===== config.mk =====
export PLATFORM = sky130hd
export DESIGN_NAME = pdsc_top
export DESIGN_NICKNAME = d
export VERILOG_FILES = /design/src/rtl/pdsc_pkg.sv /design/src/rtl/pdsc_wake_timer.sv /design/src/rtl/pdsc_top.sv
export VERILOG_INCLUDE_DIRS = /design/src /design/src/rtl
export SDC_FILE = /design/constraint.sdc
export NUM_CORES = 1
export LEC_CHECK = 0
export ABC_AREA = 0
export BUFFER_PORTS_ARGS = -buffer_cell sky130_fd_sc_hd__buf_2
export CAP_MARGIN = 20
export CORE_AREA = 2 2 86 88
export DETAILED_ROUTE_END_ITERATION = 6
export DIE_AREA = 0 0 88 90
export GPL_TIMING_DRIVEN = 0
export PLACE_DENSITY = 0.62
export SETUP_SLACK_MARGIN = 0.15
export SYNTH_ARGS = -nofsm -noshare
export SYNTH_HDL_FRONTEND = slang
export SYNTH_SLANG_ARGS = --single-unit

===== constraint.sdc =====
create_clock -name sys_clk -period 2 [get_ports sys_clk]
set_input_delay 0.1 -clock sys_clk [delete_from_list [all_inputs] [get_ports sys_clk]]
set_output_delay 0.1 -clock sys_clk [all_outputs]
set_load 0.005 [all_outputs]

===== src/rtl/pdsc_defines.svh =====
`ifndef PDSC_DEFINES_SVH
`define PDSC_DEFINES_SVH

// ----------------------------------------
// Register map
// ----------------------------------------
`define PDSC_ADDR_W          4
`define PDSC_OFS_CTRL_ONE    4'h0
`define PDSC_OFS_STATUS      4'h1
`define PDSC_OFS_WAIT_CNT    4'h2

// ----------------------------------------
// Control field positions and reset
// ----------------------------------------
`define PDSC_BIT_STBY        7
`define PDSC_WAIT_HI         6
`define PDSC_WAIT_LO         4
`define PDSC_BIT_NSEL        3
`define PDSC_CTRL_RST        8'h00
`define PDSC_CTRL_WMASK      8'hF8

// ----------------------------------------
// Wake wait lengths in system clock states
// ----------------------------------------
`define PDSC_CNT_W           18
`define PDSC_WAIT_0          18'h02000
`define PDSC_WAIT_1          18'h04000
`define PDSC_WAIT_2          18'h08000
`define PDSC_WAIT_3          18'h10000
`define PDSC_WAIT_4          18'h20000
`define PDSC_WAIT_5          18'h00400
`define PDSC_WAIT_6          18'h00080
`define PDSC_WAIT_7          18'h00010

// ----------------------------------------
// Sample divider terminal counts (divide ratio minus one)
// ----------------------------------------
`define PDSC_DIV_SLOW        4'hF
`define PDSC_DIV_FAST        4'h3

`endif


===== src/rtl/pdsc_pkg.sv =====
package pdsc_pkg;

  // ----------------------------------------
  // Operating modes
  // ----------------------------------------
  typedef enum logic [4:0] {
    PDSC_ACTIVE   = 5'h01,
    PDSC_SLEEP    = 5'h02,
    PDSC_SUBSLEEP = 5'h04,
    PDSC_STANDBY  = 5'h08,
    PDSC_WAKEWAIT = 5'h10
  } pdsc_mode_t;

endpackage : pdsc_pkg


===== src/rtl/pdsc_wake_timer.sv =====
`timescale 1ns/1ns
`include "pdsc_defines.svh"

module pdsc_wake_timer
  (
    input  wire logic                     sys_clk,
    input  wire logic                     rst_n,
    input  wire logic                     start,
    input  wire logic [2:0]               sel,
    output logic                          busy,
    output logic                          done,
    output logic [`PDSC_CNT_W-1:0]        count
  );

  // ----------------------------------------
  // Wait length lookup
  // ----------------------------------------
  function automatic logic [`PDSC_CNT_W-1:0] wait_len
    (input logic [2:0] s);
    case (s)
      3'h0:    wait_len = `PDSC_WAIT_0;
      3'h1:    wait_len = `PDSC_WAIT_1;
      3'h2:    wait_len = `PDSC_WAIT_2;
      3'h3:    wait_len = `PDSC_WAIT_3;
      3'h4:    wait_len = `PDSC_WAIT_4;
      3'h5:    wait_len = `PDSC_WAIT_5;
      3'h6:    wait_len = `PDSC_WAIT_6;
      default: wait_len = `PDSC_WAIT_7;
    endcase
  endfunction : wait_len

  logic [`PDSC_CNT_W-1:0] limit_q;

  // length latched at start
  always_ff @(posedge sys_clk or negedge rst_n)
  begin
    if (!rst_n)
      limit_q <= '0;
    else if (start)
      limit_q <= wait_len(sel);
  end

  // count states then done
  always_ff @(posedge sys_clk or negedge rst_n)
  begin
    if (!rst_n)
    begin
      busy  <= 1'b0;
      done  <= 1'b0;
      count <= '0;
    end
    else
    begin
      done <= 1'b0;
      if (start)
      begin
        busy  <= 1'b1;
        count <= '0;
      end
      else if (busy)
      begin
        if (count + 1'b1 == limit_q)
        begin
          busy <= 1'b0;
          done <= 1'b1;
        end
        count <= count + 1'b1;
      end
    end
  end

endmodule : pdsc_wake_timer


===== src/rtl/pdsc_top.sv =====
// How it works
// Sleep instruction with standby select 0 enters sleep or subsleep.
// Sleep instruction with standby select 1 enters standby.
// Bits 6..4 set the stable clock wait after an interrupt wake.
// Codes 0..7 give 8192,16384,32768,65536,131072,1024,128,16 states.
// Software picks a wait of at least 6.5 ms for its clock.
// With an external clock software should program all wait bits to 1.
// Sample rate bit 0 gives oscillator/16, 1 gives oscillator/4.
// Software keeps sample rate bit 0 for a 2 to 10 MHz oscillator.
// Bits 2..0 read as zero and ignore writes.
// Standby halts CPU and peripherals, only time base may run.
// Reset clears the whole control register.
// After a wake interrupt the states are counted before release.
//
// Our own choices: the strobed register port and the placing of the registers.
`timescale 1ns/1ns
`include "pdsc_defines.svh"

module pdsc_top
  (
    input  wire logic                    sys_clk,
    input  wire logic                    rst_n,
    input  wire logic [`PDSC_ADDR_W-1:0] reg_addr,
    input  wire logic [7:0]              reg_wdata,
    input  wire logic                    reg_wr,
    input  wire logic                    reg_rd,
    output logic      [7:0]              reg_rdata,
    input  wire logic                    sleep_exec,
    input  wire logic                    sub_clock_sel,
    input  wire logic                    wake_irq,
    input  wire logic                    time_base_en,
    output logic                         cpu_run,
    output logic                         periph_run,
    output logic                         time_base_run,
    output logic                         standby_out,
    output logic                         watch_sample
  );

  // ----------------------------------------
  // Pin synchroniser for the wake interrupt
  // ----------------------------------------
  logic [1:0] irq_sync_q;
  logic       irq_s;

  always_ff @(posedge sys_clk or negedge rst_n)
  begin
    if (!rst_n)
      irq_sync_q <= 2'b00;
    else
      irq_sync_q <= {irq_sync_q[0], wake_irq};
  end
  assign irq_s = irq_sync_q[1];

  // ----------------------------------------
  // Address decode
  // ----------------------------------------
  function automatic logic addr_hit
    (
      input logic [`PDSC_ADDR_W-1:0] addr,
      input logic [`PDSC_ADDR_W-1:0] ofs
    );
    addr_hit = (addr == ofs);
  endfunction : addr_hit

  // ----------------------------------------
  // Control register
  // ----------------------------------------
  logic [7:0] ctrl_q;
  logic       stby_sel;
  logic [2:0] wait_sel;
  logic       nsel;

  // reset clears all fields
  // reserved bits never stored
  always_ff @(posedge sys_clk or negedge rst_n)
  begin
    if (!rst_n)
      ctrl_q <= `PDSC_CTRL_RST;
    else if (reg_wr && addr_hit(reg_addr, `PDSC_OFS_CTRL_ONE))
      ctrl_q <= reg_wdata & `PDSC_CTRL_WMASK;
  end

  assign stby_sel = ctrl_q[`PDSC_BIT_STBY];
  assign wait_sel = ctrl_q[`PDSC_WAIT_HI:`PDSC_WAIT_LO];
  assign nsel     = ctrl_q[`PDSC_BIT_NSEL];

  // ----------------------------------------
  // Mode sequencer
  // ----------------------------------------
  pdsc_pkg::pdsc_mode_t mode_q;
  logic                 tmr_start;
  logic                 tmr_busy;
  logic                 tmr_done;
  logic [`PDSC_CNT_W-1:0] tmr_count;

  assign tmr_start = irq_s &&
                     (mode_q == pdsc_pkg::PDSC_STANDBY ||
                      mode_q == pdsc_pkg::PDSC_SUBSLEEP);

  always_ff @(posedge sys_clk or negedge rst_n)
  begin
    if (!rst_n)
      mode_q <= pdsc_pkg::PDSC_ACTIVE;
    else
    begin
      case (mode_q)
        pdsc_pkg::PDSC_ACTIVE:
        begin
          if (sleep_exec)
          begin
            // standby chosen
            if (stby_sel)
              mode_q <= pdsc_pkg::PDSC_STANDBY;
            // sleep or subsleep
            else if (sub_clock_sel)
              mode_q <= pdsc_pkg::PDSC_SUBSLEEP;
            else
              mode_q <= pdsc_pkg::PDSC_SLEEP;
          end
        end
        pdsc_pkg::PDSC_SLEEP:
        begin
          if (irq_s)
            mode_q <= pdsc_pkg::PDSC_ACTIVE;
        end
        pdsc_pkg::PDSC_SUBSLEEP,
        pdsc_pkg::PDSC_STANDBY:
        begin
          // interrupt wake waits
          if (irq_s)
            mode_q <= pdsc_pkg::PDSC_WAKEWAIT;
        end
        pdsc_pkg::PDSC_WAKEWAIT:
        begin
          // release after count
          if (tmr_done)
            mode_q <= pdsc_pkg::PDSC_ACTIVE;
        end
        default: mode_q <= pdsc_pkg::PDSC_ACTIVE;
      endcase
    end
  end

  // wait field to timer
  pdsc_wake_timer u_timer
    (
      .sys_clk (sys_clk),
      .rst_n   (rst_n),
      .start   (tmr_start),
      .sel     (wait_sel),
      .busy    (tmr_busy),
      .done    (tmr_done),
      .count   (tmr_count)
    );

  // ----------------------------------------
  // Run enables
  // ----------------------------------------
  // standby halts all but time base
  always_ff @(posedge sys_clk or negedge rst_n)
  begin
    if (!rst_n)
    begin
      cpu_run       <= 1'b0;
      periph_run    <= 1'b0;
      time_base_run <= 1'b0;
      standby_out   <= 1'b0;
    end
    else
    begin
      cpu_run       <= (mode_q == pdsc_pkg::PDSC_ACTIVE);
      periph_run    <= (mode_q == pdsc_pkg::PDSC_ACTIVE) ||
                       (mode_q == pdsc_pkg::PDSC_SLEEP)  ||
                       (mode_q == pdsc_pkg::PDSC_SUBSLEEP);
      time_base_run <= time_base_en;
      standby_out   <= (mode_q == pdsc_pkg::PDSC_STANDBY);
    end
  end

  // ----------------------------------------
  // Watch clock sample strobe
  // ----------------------------------------
  logic [3:0] div_q;

  // divide by 16 or by 4
  always_ff @(posedge sys_clk or negedge rst_n)
  begin
    if (!rst_n)
    begin
      div_q        <= 4'h0;
      watch_sample <= 1'b0;
    end
    else if (div_q >= (nsel ? `PDSC_DIV_FAST : `PDSC_DIV_SLOW))
    begin
      div_q        <= 4'h0;
      watch_sample <= 1'b1;
    end
    else
    begin
      div_q        <= div_q + 4'h1;
      watch_sample <= 1'b0;
    end
  end

  // ----------------------------------------
  // Read port
  // ----------------------------------------
  always_ff @(posedge sys_clk or negedge rst_n)
  begin
    if (!rst_n)
      reg_rdata <= 8'h00;
    else if (!reg_rd)
      reg_rdata <= 8'h00;
    // low bits read zero
    else if (addr_hit(reg_addr, `PDSC_OFS_CTRL_ONE))
      reg_rdata <= ctrl_q;
    else if (addr_hit(reg_addr, `PDSC_OFS_STATUS))
      reg_rdata <= {2'b00, tmr_busy, mode_q};
    else if (addr_hit(reg_addr, `PDSC_OFS_WAIT_CNT))
      reg_rdata <= tmr_count[`PDSC_CNT_W-1:`PDSC_CNT_W-8];
    else
      reg_rdata <= 8'h00;
  end

endmodule : pdsc_top


# Yosys cells after proc, flatten, opt, wreduce, memory -nomap -nowiden

Cells that the tools add are included.

Register bits after elaboration: 67
Output and inout port bits: 13

Reductions and logical operators: 10
Order comparisons: 1
Multiplexer cells: 23
$add $sub $neg: 2
Equal/unequal tests: 18

Operators with widths:

| kind                                           | count |
|---|---|
| case mux 18 bit (7 select lines)               | 1 |
| 2-to-1 mux 18 bit                              | 2 |
| 2-to-1 mux 8 bit                               | 4 |
| 2-to-1 mux 5 bit                               | 4 |
| case mux 5 bit (4 select lines)                | 1 |
| adder 18 x 1 -> 18 bit (second input constant) | 1 |
| == test 18 bit                                 | 1 |
| 2-to-1 mux 4 bit                               | 3 |
| == test 3 bit (second input constant)          | 3 |
| 2-to-1 mux 1 bit                               | 7 |
| == test 3 x 2 -> 1 bit (second input constant) | 2 |
| inequality test 2 bit (second input constant)  | 3 |
| == test 5 x 1 -> 1 bit (second input constant) | 1 |
| == test 5 x 2 -> 1 bit (second input constant) | 1 |
| == test 5 x 3 -> 1 bit (second input constant) | 1 |
| == test 5 x 4 -> 1 bit (second input constant) | 1 |
| == test 5 bit (second input constant)          | 1 |
| adder 4 x 1 -> 4 bit (second input constant)   | 1 |
| == test 4 x 1 -> 1 bit (second input constant) | 1 |
| == test 4 x 2 -> 1 bit (second input constant) | 1 |
| >= comparator 4 bit                            | 1 |
| logical NOT 4 bit                              | 1 |
| AND reduction 4 bit                            | 1 |
| == test 3 x 1 -> 1 bit (second input constant) | 1 |
| 7 further kinds                                | 10 |

# Longest topological paths before layout

Gate-level depths: netlist (run 1).

Depth in word-level cells: 5
Mapped depth: 7
Gate-level depth less buffers: 7

# By module

Synthesis (run 1) repeated with hierarchy kept, for this count alone.

Cells, all modules: 312
Area total of the unflattened synthesis: 3012.9 µm²

Modules (own cells, without submodules):

| module          | instances | sequential area each (µm²) | cells an instance | area an instance (µm²) |
|---|---|---|---|---|
| pdsc_wake_timer | 1         | 700.7                      | 192               | 1690.4 |
| pdsc_top        | 1         | 726.9                      | 120               | 1322.5 |

# Worst setup path after synthesis (run 1)

OpenSTA, ideal clock, no wires.

Path kind: register -> register
From: register u_timer.count[0]
To: register u_timer.busy
Required time: 1.863 ns
Cell stages (with the launch flop): 8
Buffers on the path: 0
Path slack: 0.137 ns
Arrival: 1.726 ns
Cell sequence: dfrtp_1 ha_1 nand3_1 nor2_2 or3_1 a221oi_2 nand4_1 a2bb2oi_1

Cells in the longest elaborated chain, start to end: 5

Ends and longest elaborated chain:

| what                   | RTL line              | text |
|---|---|---|
| start, declared        | pdsc_wake_timer.sv:12 | `` output logic [`PDSC_CNT_W-1:0] count `` |
| start signal, assigned | pdsc_wake_timer.sv:67 | `count <= count + 1'b1;` |
| adder 18 x 1 -> 18 bit | pdsc_wake_timer.sv:62 | `if (count + 1'b1 == limit_q)` |
| == test 18 bit         | pdsc_wake_timer.sv:62 |  |
| 2-to-1 mux 1 bit       | pdsc_wake_timer.sv:62 |  |
| 2-to-1 mux 1 bit       | pdsc_wake_timer.sv:60 | `else if (busy)` |
| 2-to-1 mux 1 bit       | pdsc_wake_timer.sv:55 | `if (start)` |
| end signal, assigned   | pdsc_wake_timer.sv:48 | `busy <= 1'b0;` |
| end signal, assigned   | pdsc_wake_timer.sv:57 | `busy <= 1'b1;` |
| end signal, assigned   | pdsc_wake_timer.sv:64 | `busy <= 1'b0;` |
| end, declared          | pdsc_wake_timer.sv:10 | `output logic busy,` |

No other way between the ends.
A chain may end at the register's enable or synchronous reset.

# Final worst setup path (run 1)

From: register u_timer.count[0]
To: register u_timer.done

Cells in the longest elaborated chain, start to end: 5

Ends and longest elaborated chain:

| what                   | RTL line              | text |
|---|---|---|
| adder 18 x 1 -> 18 bit | pdsc_wake_timer.sv:62 |  |
| == test 18 bit         | pdsc_wake_timer.sv:62 |  |
| 2-to-1 mux 1 bit       | pdsc_wake_timer.sv:62 |  |
| 2-to-1 mux 1 bit       | pdsc_wake_timer.sv:60 |  |
| 2-to-1 mux 1 bit       | pdsc_wake_timer.sv:55 |  |
| end signal, assigned   | pdsc_wake_timer.sv:49 | `done <= 1'b0;` |
| end signal, assigned   | pdsc_wake_timer.sv:54 | `done <= 1'b0;` |
| end signal, assigned   | pdsc_wake_timer.sv:65 | `done <= 1'b1;` |
| end, declared          | pdsc_wake_timer.sv:11 | `output logic done,` |

No other way between the ends.

==> results of run 1 <==
-- cell usage after synthesis, drive strengths merged, types with 2 or more instances --
library cell  instances
ha                    4
o31a                  2
mux2                  6
o41ai                 3
xor2                 17
a22oi                 3
nand4b                2
nor3b                 3
a21o                  3
or3                   6
buf                   7
a21oi                14
nor4                  3
dfrtp                56
xnor2                13
and3                  3
nand2b                2
nor2b                 2
mux2i                 7
nand2                25
a2111oi               2
nand3                16
o31ai                 3
clkbuf               15
nor2                 39
nor3                  7
inv                   8
nand4                10
and4                  2
o21ai                10
-- how the worst min path moves through the flow --
stage               slack (ns)  depth (start not counted)     start          endpoint
floorplan                -0.20                          0     rst_n           cpu_run
global placement          0.21                          1  wake_irq     irq_sync_q[0]
detailed placement        0.08                          1     rst_n  u_timer.count[0]
CTS                       0.16                          3    reg_rd      reg_rdata[3]
global route              0.17                          3    reg_rd      reg_rdata[3]
finish                    0.17                          3    reg_rd      reg_rdata[4]
-- kinds of logic after synthesis --
kind of cell	share of synthesized area [%]
xor gates and xnor gates	8.63
AOI/OAI and AO/OA	10.9
muxes	4.52
adders and majority gates	1.64
and+or+nand+nor	22.4
DFF	46.9
buffers and inverters	5.09
-- worst max-delay path, delay by kind of cell, from the launching register on --
family          cells  cell delay, ns
compound gates      2            0.35
buf+inv             1            0.13
simple gates        4            0.83
flops               1            0.45
-- flip-flops by register name (all words and copies together), names as in the netlist --
| signal | flops |
|---|---|
| time_base_run | 1 |
| periph_run | 1 |
| div_q | 4 |
| u_timer.done | 1 |
| irq_sync_q | 2 |
| mode_q | 5 |
| cpu_run | 1 |
| watch_sample | 1 |
| u_timer.count | 18 |
| ctrl_q | 5 |
| standby_out | 1 |
| u_timer.limit_q | 8 |
| reg_rdata | 8 |
| u_timer.busy | 1 |
-- area by class of cell --
cell class | count | area [um2]
Fill cell | 603 | 3040
Multi-Input combinational cell | 222 | 1570
Sequential cell | 57 | 1440
Timing Repair Buffer | 58 | 429
Buffer | 22 | 149
Clock buffer | 11 | 141
Tap cell | 99 | 124
Clock inverter | 5 | 103
Inverter | 8 | 30.0
-- power by group --
| group | total, mW | internal (mW) | switching, mW |
|---|---|---|---|
| logic | 1.66 | 0.808 | 0.856 |
| registers | 1.71 | 1.45 | 0.267 |
| clock network | 1.34 | 0.860 | 0.481 |
| total | 4.72 | 3.11 | 1.60 |
-- per-stage QoR --
| stage | cells | util, % | power [mW] | instance area (um2) |
|---|---|---|---|---|
| 2_1_floorplan | 309 | - | 2.70 | 3050 |
| 3_3_place_gp | 435 | 47.1 | 3.03 | 3310 |
| 3_5_place_dp | 436 | 47.4 | 3.07 | 3330 |
| 4_1_cts | 472 | 54.2 | 4.58 | 3810 |
| 5_1_grt | 482 | 56.7 | 5.04 | 3980 |
| 6_report | 482 | 56.7 | 4.72 | 3980 |
-- timing repair --
| action | in CTS | in global routing |
|---|---|---|
| endpoints found under the setup margin | 23 | 24 |
| resized for setup | 19 | 28 |
| buffers inserted | 10 | 10 |
| pin swaps | 11 | 16 |
| hold buffers | 10 | 0 |
| cloned | 0 | 0 |
| endpoints found under the hold margin | 28 | 0 |
-- metal layers --
metal	global-route usage, %	up-vias	routed length (um)
met5	0	-	0
met4	5.26	0	56
met3	5.79	5	274
met2	30.2	59	3430
met1	25.8	1225	3230
li1	-	1231	-
==> summary.md, run 1 <==
| Metric | Value |
|---|---|
| Minimum clock period | 1.85 ns |
| Final Hold Fails | 0 |
| DR WL/cell | 14.5 um |
| Yosys top cell by area | dfrtp_1 |
| Clk sinks | 57 |
| Placed wire-length estimate | 4.69 mm |
| Bufs on Longest Clock Path | 2 |
| Residual DRC | 0 |
| FF+latch count, synth | 57 |
| Initial DRC Count | 117 |
| Total global-route track usage | 19.3% |
| Worst-Margin Slew | 0.467 ns |
| Vias | 2,520 |
| R2R Path End | u_timer.done |
| Area delta synth->final | 30.6% |
| Max VDD drop | 632 uV |
| Drt pass-1 iters | 4 |
| Pwr/cell area | 1190 mW/mm2 |
| Routed vias/inst | 5.23 |
| First-pass GRT wire length | 11.9 mm |
| Post-synth EDFFs | 0 |
| Largest net degree at the start of global routing | 39 |
| Chip height | 90 um |
| Worst hold slack | 0.166 ns |
| Min-delay worst type | in -> reg |
| Nets | 402 |
| Synth top area share | 46.0% |
| Critical path class | reg -> reg |
| Clk slew on worst S/H paths | 0.07 ns |
| Status | completed |
| Antenna violations before repair | 0 |
| Crit-path cells | buf_6 > and4_4 > and4_1 > o21ai_1 > a221oi_2 > nand4_1 > nor3_2 |
| Total Neg Setup Slack | 0 ns |
| Setup WS post-layout | 0.153 ns |
| Die width | 88 um |
| Cell Area, Synth | 0.00305 mm2 |
| Fmax | 0.541 GHz |
| Max Cap Violations | 0 |
| Async set or reset register ratio after synthesis | 100% |
| RSZ-0062 raised after global routing | true |
| Commonest non-fill, non-tap cell in the layout | dfrtp_1 |
| Syn Nets | 333 |
| CTS root buffer | clkbuf_8 |
| Worst path max stage delay | 0.45 ns |
| Final period util | 92.3% |
| Pre-CTS setup slack | -0.0712 ns |
| Antenna Nets Post-Route | 0 |
| Core Region | 0.00702 mm2 |
| Layout cells sized above 1 | 31.1% |
| Routed wire length | 6.99 mm |
| # rows | 31 |
| Yosys warning count | 0 |
| Most frequent cells in the layout | 50 x dfrtp_1, 35 x nor2_1, 27 x buf_2 |
| Vias in the first global route | 2,430 |
| Crit path launch | u_timer.count[0] |
| Worst skew pair latency | 0.34 ns |
| Startpoint Class | flop |
| Crit end category | flop |
| R2r setup slk | 0.15 ns |
| GPL Wtd Cong | 0.860 |
| DIE AREA | 0.00792 mm2 |
| CP max stage cell | dfrtp_2 |
| Sequential-to-total area share from yosys stat | 46.9% |
| Count of cell types in the netlist | 61 |
| Slew Limit Fails | 0 |
| Worst Path Required | 2.25 ns |
| Worst Setup EP | u_timer.done |
| IO Count | 33 |
| R2r startpoint | u_timer.count[0] |
| Cell depth of the worst flop-to-flop path | 7 |
| Syn avg cell area | 9.86 um2 |
| CTS tree | built |
| Antenna diode count | 0 |
| Number of port buffers | 27 |
| Total congestion overflow | 0 |
| Top cells by area, synth | dfrtp_1 46%, xor2_1 4.9%, nor2_1 4.7%, xnor2_1 3.7%, nand2_1 3.1% |
| H-tree depth | 3 |
| Worst-path fanout max | 4 |
| # setup viols final | 0 |
| Relative slew slack | 68.8% |
| CP arrival | 2.10 ns |
| TritonCTS buffer count | 9 |
| Initial Utilization | 43.4% |
| Post-synthesis instance total | 309 |
| Worst clock skew | 0.00966 ns |
| Leak pwr | 1.82 nW |
| Top FF cell, synth | dfrtp_1 |
No activity file was read; power rests on OpenSTA's default activity.
==> run 2: changes to the inputs <==
PLACE_DENSITY = 0.74   (was 0.62)
==> run 2 against run 1 <==
  * Clock-buffer cell count up 2
  * Global-route usage down 0.35 points
  * Clock skew up 0.0020 ns
  * Worst hold slack better by 0.039 ns
  * Combinational power about the same
  * Non-clock buffer count down 8
  * Via count up 2.0%
  * Final cell count down 1.7%
  * Register-to-register slack about the same
  * Sequential share of layout area up 0.80 points
  * Wire length up 0.57%
  * Largest cell class unchanged
==> summary.md, run 2 (synthesis gave the netlist of run 1 again) <==
| Metric | Value |
|---|---|
| GPL Wtd Cong | 0.881 (was 0.860) |
| # setup viols final | 0 (unchanged) |
| Critical path class | reg -> reg (unchanged) |
| Residual DRC | 0 (unchanged) |
| Most frequent cells in the layout | 51 x dfrtp_1, 35 x nor2_1, 29 x buf_2 (was 50 x dfrtp_1, 35 x nor2_1, 27 x buf_2) |
| Max reg flops | 18 (unchanged) |
| H-tree depth | 3 (unchanged) |
| Placed wire-length estimate | 4.61 mm (was 4.69 mm) |
| Number of port buffers | 27 (unchanged) |
| CTS root buffer | clkbuf_8 (unchanged) |
| Layout cells sized above 1 | 29.9% (was 31.1%) |
| Drt pass-1 iters | 4 (unchanged) |
| Setup WS post-layout | 0.144 ns (was 0.153 ns) |
| CP max stage cell | or3b_2 (was dfrtp_2) |
| CP top delay family | simple AND/OR/NAND/NOR gates (unchanged) |
| Status | completed (unchanged) |
| Antenna diode count | 0 (unchanged) |
| Crit end category | flop (unchanged) |
| RSZ-0062 raised after global routing | true (unchanged) |
| Leak pwr | 1.76 nW (was 1.82 nW) |
| Routed wire length | 7.03 mm (was 6.99 mm) |
| Clk slew on worst S/H paths | 0.07 ns (about the same) |
| Routed vias/inst | 5.42 (was 5.23) |
| Final Hold Fails | 0 (unchanged) |
| Max Cap Violations | 0 (unchanged) |
| Largest net degree at the start of global routing | 34 (was 39) |
| Initial DRC Count | 285 (was 117) |
| IO Count | 33 (unchanged) |
| Minimum clock period | 1.86 ns (was 1.85 ns) |
| Initial Utilization | 43.4% (unchanged) |
| CTS tree | built (unchanged) |
| Top flop regs | u_timer.count (18), reg_rdata (8), u_timer.limit_q (8) (unchanged) |
| Pre-CTS setup slack | -0.0494 ns (was -0.0712 ns) |
| Core Region | 0.00702 mm2 (unchanged) |
| Relative slew slack | 62.0% (was 68.8%) |
| Commonest non-fill, non-tap cell in the layout | dfrtp_1 (unchanged) |
| Post-layout util | 55.4% (was 56.7%) |
| Chip height | 90 um (unchanged) |
| Worst Path Required | 2.25 ns (about the same) |
| # rows | 31 (unchanged) |
| DR WL/cell | 14.8 um (was 14.5 um) |
| Pwr/cell area | 1170 mW/mm2 (was 1190 mW/mm2) |
| Worst clock skew | 0.0116 ns (was 0.00966 ns) |
| Total congestion overflow | 0 (unchanged) |
| Crit-path cells | buf_6 > or3b_2 > a21oi_2 > nor3_1 > a21oi_1 > nand4_1 > nor3_2 (was buf_6 > and4_4 > and4_1 > o21ai_1 > a221oi_2 > nand4_1 > nor3_2) |
| Worst path max stage delay | 0.47 ns (was 0.45 ns) |
| Slew Limit Fails | 0 (unchanged) |
| CP arrival | 2.11 ns (was 2.10 ns) |
| WP buf/inv | 1 (unchanged) |
| Layout filler cell count | 584 (was 603) |
| Top reg by flops | u_timer.count (unchanged) |
| Worst-Margin Slew | 0.571 ns (was 0.467 ns) |
| DIE AREA | 0.00792 mm2 (unchanged) |
| Worst-path fanout max | 9 (was 4) |
| Die width | 88 um (unchanged) |
| Vias | 2,570 (was 2,520) |
| Startpoint Class | flop (unchanged) |
| Total global-route track usage | 18.9% (was 19.3%) |
| Bufs on Longest Clock Path | 2 (unchanged) |
| Antenna violations before repair | 0 (unchanged) |
| Nets | 394 (was 402) |
| Max VDD drop | 795 uV (was 632 uV) |
| First-pass GRT wire length | 11.7 mm (was 11.9 mm) |
| Area delta synth->final | 27.7% (was 30.6%) |
| TritonCTS buffer count | 9 (unchanged) |
| Fmax | 0.539 GHz (was 0.541 GHz) |
| Vias in the first global route | 2,479 (was 2,430) |
| Clk sinks | 57 (unchanged) |
| Antenna Nets Post-Route | 0 (unchanged) |
| Worst skew pair latency | 0.34 ns (about the same) |
| Final period util | 92.8% (was 92.3%) |
| Min-delay worst type | in -> reg (unchanged) |
run 2: cell type report:
type / count / area [um2] / area share [%]
flip-flops and latches: 57 / 1430 / 36.9
repair buffers: 50 / 345 / 8.88
well taps: 99 / 124 / 3.19
inverters: 8 / 30.0 / 0.772
plain buffers: 22 / 144 / 3.70
clock buffers: 13 / 179 / 4.60
clock inverters: 3 / 46.3 / 1.19
multi-input cells: 222 / 1590 / 40.8
run 2: report_power, final:
part	internal, mW	total, mW	switching [mW]
Clock	0.713	1.17	0.460
Sequential	1.45	1.71	0.263
Combinational	0.801	1.67	0.873
run 2: what timing repair did:
action / in CTS / in global routing
endpoints found under the setup margin: 14 / 24
hold endpoints to repair: 32 / 0
hold buffers: 10 / 0
pin swaps: 3 / 14
resized for setup: 18 / 23
buffers inserted: 6 / 6
run 2: per-layer routing:
metal  global-route usage [%]  routed length, um  vias up
met3                     3.95                405       12
met2                     29.5               3540       89
met4                     8.33                 95        0
met1                     25.3               2990     1254
li1                         -                  -     1215
met5                        0                  0        -
run 2: final timing paths:
kind	slack, ns	cells after the start	to	start
setup / recovery	0.14	7	u_timer.done	u_timer.count[11]
hold / removal	0.20	3	reg_rdata[4]	reg_rd
min in group asynchronous	0.27	2	cpu_run	rst_n
setup reg to reg	0.14	7	u_timer.done	u_timer.count[11]
max in group asynchronous	1.13	3	u_timer.count[0]	rst_n
hold reg to reg	0.36	0	irq_sync_q[1]	irq_sync_q[0]
run 2: worst min-delay path: stages:
cell,delay [ns]
buf_2,0.09
nand2_1,0.22
nor2_1,0.09
run 2: through the flow:
stage | instances | cell area, um2 | hold slack, ns | TNS [ns] | power [mW]
finish | 474 | 3890 | 0.205 | 0 | 4.56
global route | 474 | 3890 | 0.245 | 0 | 4.88
CTS | 468 | 3760 | 0.194 | 0 | 4.40
detailed placement | 436 | 3330 | 0.126 | -0.0756 | 3.06
global placement | 435 | 3310 | 0.208 | -0.0205 | 3.00
floorplan | 309 | 3050 | -0.196 | 0 | 2.70
==> run 3: changes to the inputs <==
ABC_AREA = 1   (was 0)
CORE_AREA = 2 2 85 87   (was 2 2 86 88)
DIE_AREA = 0 0 87 89   (was 0 0 88 90)
PLACE_DENSITY = 0.75   (was 0.74)
SYNTH_HIERARCHICAL = 1   (was unset)
==> run 3 against run 2 <==
  * Fmax increased by 1.7%
  * Total power decreased by 7.1%
  * Die area decreased by 2.2%
  * Clock skew increased by 0.0036 ns
  * Flip-flop and latch count unchanged
  * Critical path type unchanged
  * Highest routed layer unchanged
==> summary.md, run 3 <==
| Metric | Value |
|---|---|
| Top reg by flops | u_timer/count (was u_timer.count) |
| Number of port buffers | 28 (was 27) |
| DIE AREA | 0.00774 mm2 (was 0.00792 mm2) |
| Chip height | 89 um (was 90 um) |
| Placed Area | 0.00329 mm2 (was 0.00333 mm2) |
| Worst Path Required | 2.25 ns (about the same) |
| TritonCTS buffer count | 9 (unchanged) |
| Core Region | 0.00672 mm2 (was 0.00702 mm2) |
| Sw Ratio | 38.2% (was 35.0%) |
| FF+latch count, synth | 57 (unchanged) |
| Clk slew on worst S/H paths | 0.08 ns (was 0.07 ns) |
| Minimum clock period | 1.83 ns (was 1.86 ns) |
| CP max stage cell | dfstp_2 (was or3b_2) |
| Startpoint Class | flop (unchanged) |
| Largest net degree at the start of global routing | 39 (was 34) |
| Critical path class | reg -> reg (unchanged) |
| R2r setup slk | 0.17 ns (was 0.14 ns) |
| Hold path depth | 3 (unchanged) |
| Worst skew pair latency | 0.36 ns (was 0.34 ns) |
| DR WL/cell | 14.2 um (was 14.8 um) |
| Worst clock skew | 0.0152 ns (was 0.0116 ns) |
| Initial DRC Count | 221 (was 285) |
| CP top delay family | flip-flops (was simple AND/OR/NAND/NOR gates) |
| Slew Limit Fails | 0 (unchanged) |
| Internal power | 2.62 mW (was 2.96 mW) |
| Vias | 2,804 (was 2,570) |
| Relative slew slack | 68.3% (was 62.0%) |
| H-tree depth | 3 (unchanged) |
| Top flop regs | u_timer/count (18), reg_rdata (8), u_timer/limit_q (8) (was u_timer.count (18), reg_rdata (8), u_timer.limit_q (8)) |
| Yosys top cell by area | dfrtp_1 (unchanged) |
| GPL Wtd Cong | 0.915 (was 0.881) |
| Fmax | 0.548 GHz (was 0.539 GHz) |
| Final period util | 91.3% (was 92.8%) |
| Commonest non-fill, non-tap cell in the layout | nand2_1 (was dfrtp_1) |
| Clk sinks | 57 (unchanged) |
| Sequential-to-total area share from yosys stat | 47.2% (was 46.9%) |
| WP buf/inv | 3 (was 1) |
| Crit-path cells | nor2_4 > nand3_2 > nand2_2 > nand2_2 > inv_2 > clkbuf_8 > nor2_4 > clkinvlp_4 > o21ai_0 (was buf_6 > or3b_2 > a21oi_2 > nor3_1 > a21oi_1 > nand4_1 > nor3_2) |
| Pre-CTS setup slack | -0.296 ns (was -0.0494 ns) |
| Pwr/cell area | 1110 mW/mm2 (was 1170 mW/mm2) |
| Worst path max stage delay | 0.56 ns (was 0.47 ns) |
| Cell Area, Synth | 0.00302 mm2 (was 0.00305 mm2) |
| Antenna diode count | 0 (unchanged) |
| Net switching power | 1.62 mW (was 1.60 mW) |
| Max VDD drop | 562 uV (was 795 uV) |
| Top post-synthesis cells by count | 112 x nand2_1, 56 x dfrtp_1, 45 x inv_1 (was 56 x dfrtp_1, 38 x nor2_1, 25 x nand2_1) |
| R2R Path End | u_timer/count[16] (was u_timer.done) |
| Drt pass-1 iters | 5 (was 4) |
| Max Cap Violations | 0 (unchanged) |
| Antenna Nets Post-Route | 0 (unchanged) |
| Area delta synth->final | 25.8% (was 27.7%) |
| Nets | 466 (was 394) |
| Sequential Power Share | 38.7% (was 37.5%) |
| Routed vias/inst | 5.32 (was 5.42) |
| Cell depth of the worst flop-to-flop path | 9 (was 7) |
| Worst-Margin Slew | 0.476 ns (was 0.571 ns) |
| Setup WS post-layout | 0.174 ns (was 0.144 ns) |
| Final Hold Fails | 0 (unchanged) |
| # rows | 30 (was 31) |
| Post-synth EDFFs | 0 (unchanged) |
| Vias in the first global route | 2,541 (was 2,479) |
| Worst-path fanout max | 10 (was 9) |
| Count of cell types in the netlist | 31 (was 61) |
| RSZ-0062 raised after global routing | true (unchanged) |
| Top FF cell, synth | dfrtp_1 (unchanged) |
| Hold Path End | ctrl_q[7] (was reg_rdata[4]) |
| Async set or reset register ratio after synthesis | 100% (unchanged) |
| Crit end category | flop (unchanged) |
| CTS tree | built (unchanged) |
| Layout cells sized above 1 | 26.6% (was 29.9%) |
| Max reg flops | 18 (unchanged) |
| Initial Utilization | 45.0% (was 43.4%) |
| R2r startpoint | mode_q[0] (was u_timer.count[11]) |
| IO Count | 33 (unchanged) |
| Syn Nets | 406 (was 333) |
| Clk pwr share | 26.3% (was 25.7%) |
| Post-synthesis instance total | 382 (was 309) |
| Top cells by area, synth | dfrtp_1 46%, nand2_1 14%, nand3_1 6.8%, inv_1 5.6%, nor2_1 4.1% (was dfrtp_1 46%, xor2_1 4.9%, nor2_1 4.7%, xnor2_1 3.7%, nand2_1 3.1%) |
| Min-delay worst type | in -> reg (unchanged) |
| Residual DRC | 0 (unchanged) |
| Routed wire length | 7.49 mm (was 7.03 mm) |
| CP arrival | 2.08 ns (was 2.11 ns) |
| Hold Crit Start | reg_wdata[7] (was reg_rd) |
| Most frequent cells in the layout | 106 x nand2_1, 54 x dfrtp_1, 42 x inv_1 (was 51 x dfrtp_1, 35 x nor2_1, 29 x buf_2) |
| Total congestion overflow | 0 (unchanged) |
| Synth top area share | 46.3% (was 46.0%) |
| Fin area | 0.00380 mm2 (was 0.00389 mm2) |
| First-pass GRT wire length | 11.8 mm (was 11.7 mm) |
| # setup viols final | 0 (unchanged) |
| Die width | 87 um (was 88 um) |
| CTS root buffer | clkbuf_8 (unchanged) |
| Antenna violations before repair | 0 (unchanged) |
| Placed wire-length estimate | 5.06 mm (was 4.61 mm) |
| Yosys warning count | 6 (was 0) |
| Syn avg cell area | 7.92 um2 (was 9.86 um2) |
| Count leader, synth | nand2_1 (was dfrtp_1) |
| Leak pwr | 1.89 nW (was 1.76 nW) |
| Status | completed (unchanged) |
| Bufs on Longest Clock Path | 2 (unchanged) |
| Comb pwr share | 35.0% (was 36.7%) |
| Total global-route track usage | 20.5% (was 18.9%) |
-- run 3: cell types whose count changed after synthesis, sizes merged, moves of 4 or more --
cell and delta:
or3 -6, buf -6, nor2 +4, clkbuf -13, xor2 -14, xnor2 -12, o22ai +12, o21ai +5
inv +44, mux2 -6, nand3 +29, a21oi -5, nand2 +94, mux2i -7
-- run 3: worst max path at each step --
stage,start,to,slack (ns),cells after the start
6_report,mode_q[0],u_timer/count[16],0.17,9
5_1_grt,u_timer/count[0],u_timer/done,0.09,11
4_1_cts,mode_q[0],u_timer/done,0.15,14
3_5_place_dp,mode_q[0],u_timer/count[14],-0.30,9
3_3_place_gp,mode_q[0],u_timer/count[14],-0.28,9
2_1_floorplan,mode_q[0],u_timer/count[10],0.23,10
-- run 3: per-stage QoR --
step	utilization [%]	total power [mW]	instances	hold WS [ns]	TNS [ns]
after floorplan	-	2.45	382	-0.196	0
after global placement	48.7	2.75	490	0.209	-2.53
after detailed placement	49.0	2.79	491	0.0913	-2.63
after CTS	55.1	4.11	523	0.00330	0
after global routing	56.6	4.51	527	0.0302	0
final	56.6	4.23	527	0.0159	0
-- run 3: power by group through the flow --
stage                     Combinational (mW)  Clock (mW)  Sequential [mW]
after CTS                               1.35        1.14             1.62
after global placement                  1.12           0             1.63
final                                   1.48        1.11             1.64
after detailed placement                1.16           0             1.64
after global routing                    1.65        1.19             1.67
after floorplan                        0.852           0             1.60
-- run 3: area by class of cell --
cell class              count  area, um2
inverters                  52        204
flip-flops and latches     57       1430
multi-input cells         270       1500
clock inverters             6       67.6
clock buffers              10        138
fillers                   570       2920
well taps                  80        100
repair buffers             49        333
plain buffers               3       35.0
-- run 3: worst register-to-register path: cells and delay by family (launching register included) --
kind	cells	cell delay, ns
buf+inv	3	0.48
compound gates	1	0.26
simple gates	5	0.43
flops	1	0.56
-- run 3: kinds of logic after synthesis --
group	count (synthesis)	share of synthesized area, %
xor gates and xnor gates	6	2.65
adders and majority gates	4	1.66
and+or+nand+nor	220	33.9
DFF	57	47.2
buffers and inverters	55	7.12
AOI/OAI and AO/OA	40	7.45
-- run 3: timing repair --
item / 4_1_cts / 5_1_grt
setup buffers: 7 / 4
resized for setup: 18 / 24
pin swaps: 14 / 11
endpoints found under the hold margin: 29 / 0
setup endpoints to repair: 23 / 16
hold buffers: 9 / 0
-- run 3: per-layer routing --
metal | track usage, % | vias to the layer above | wire length [um]
li1 | - | 1354 | -
met1 | 25.6 | 1334 | 3230
met3 | 4.80 | 19 | 378
met4 | 10.7 | 0 | 201
met2 | 33.2 | 97 | 3680
met5 | 0 | - | 0
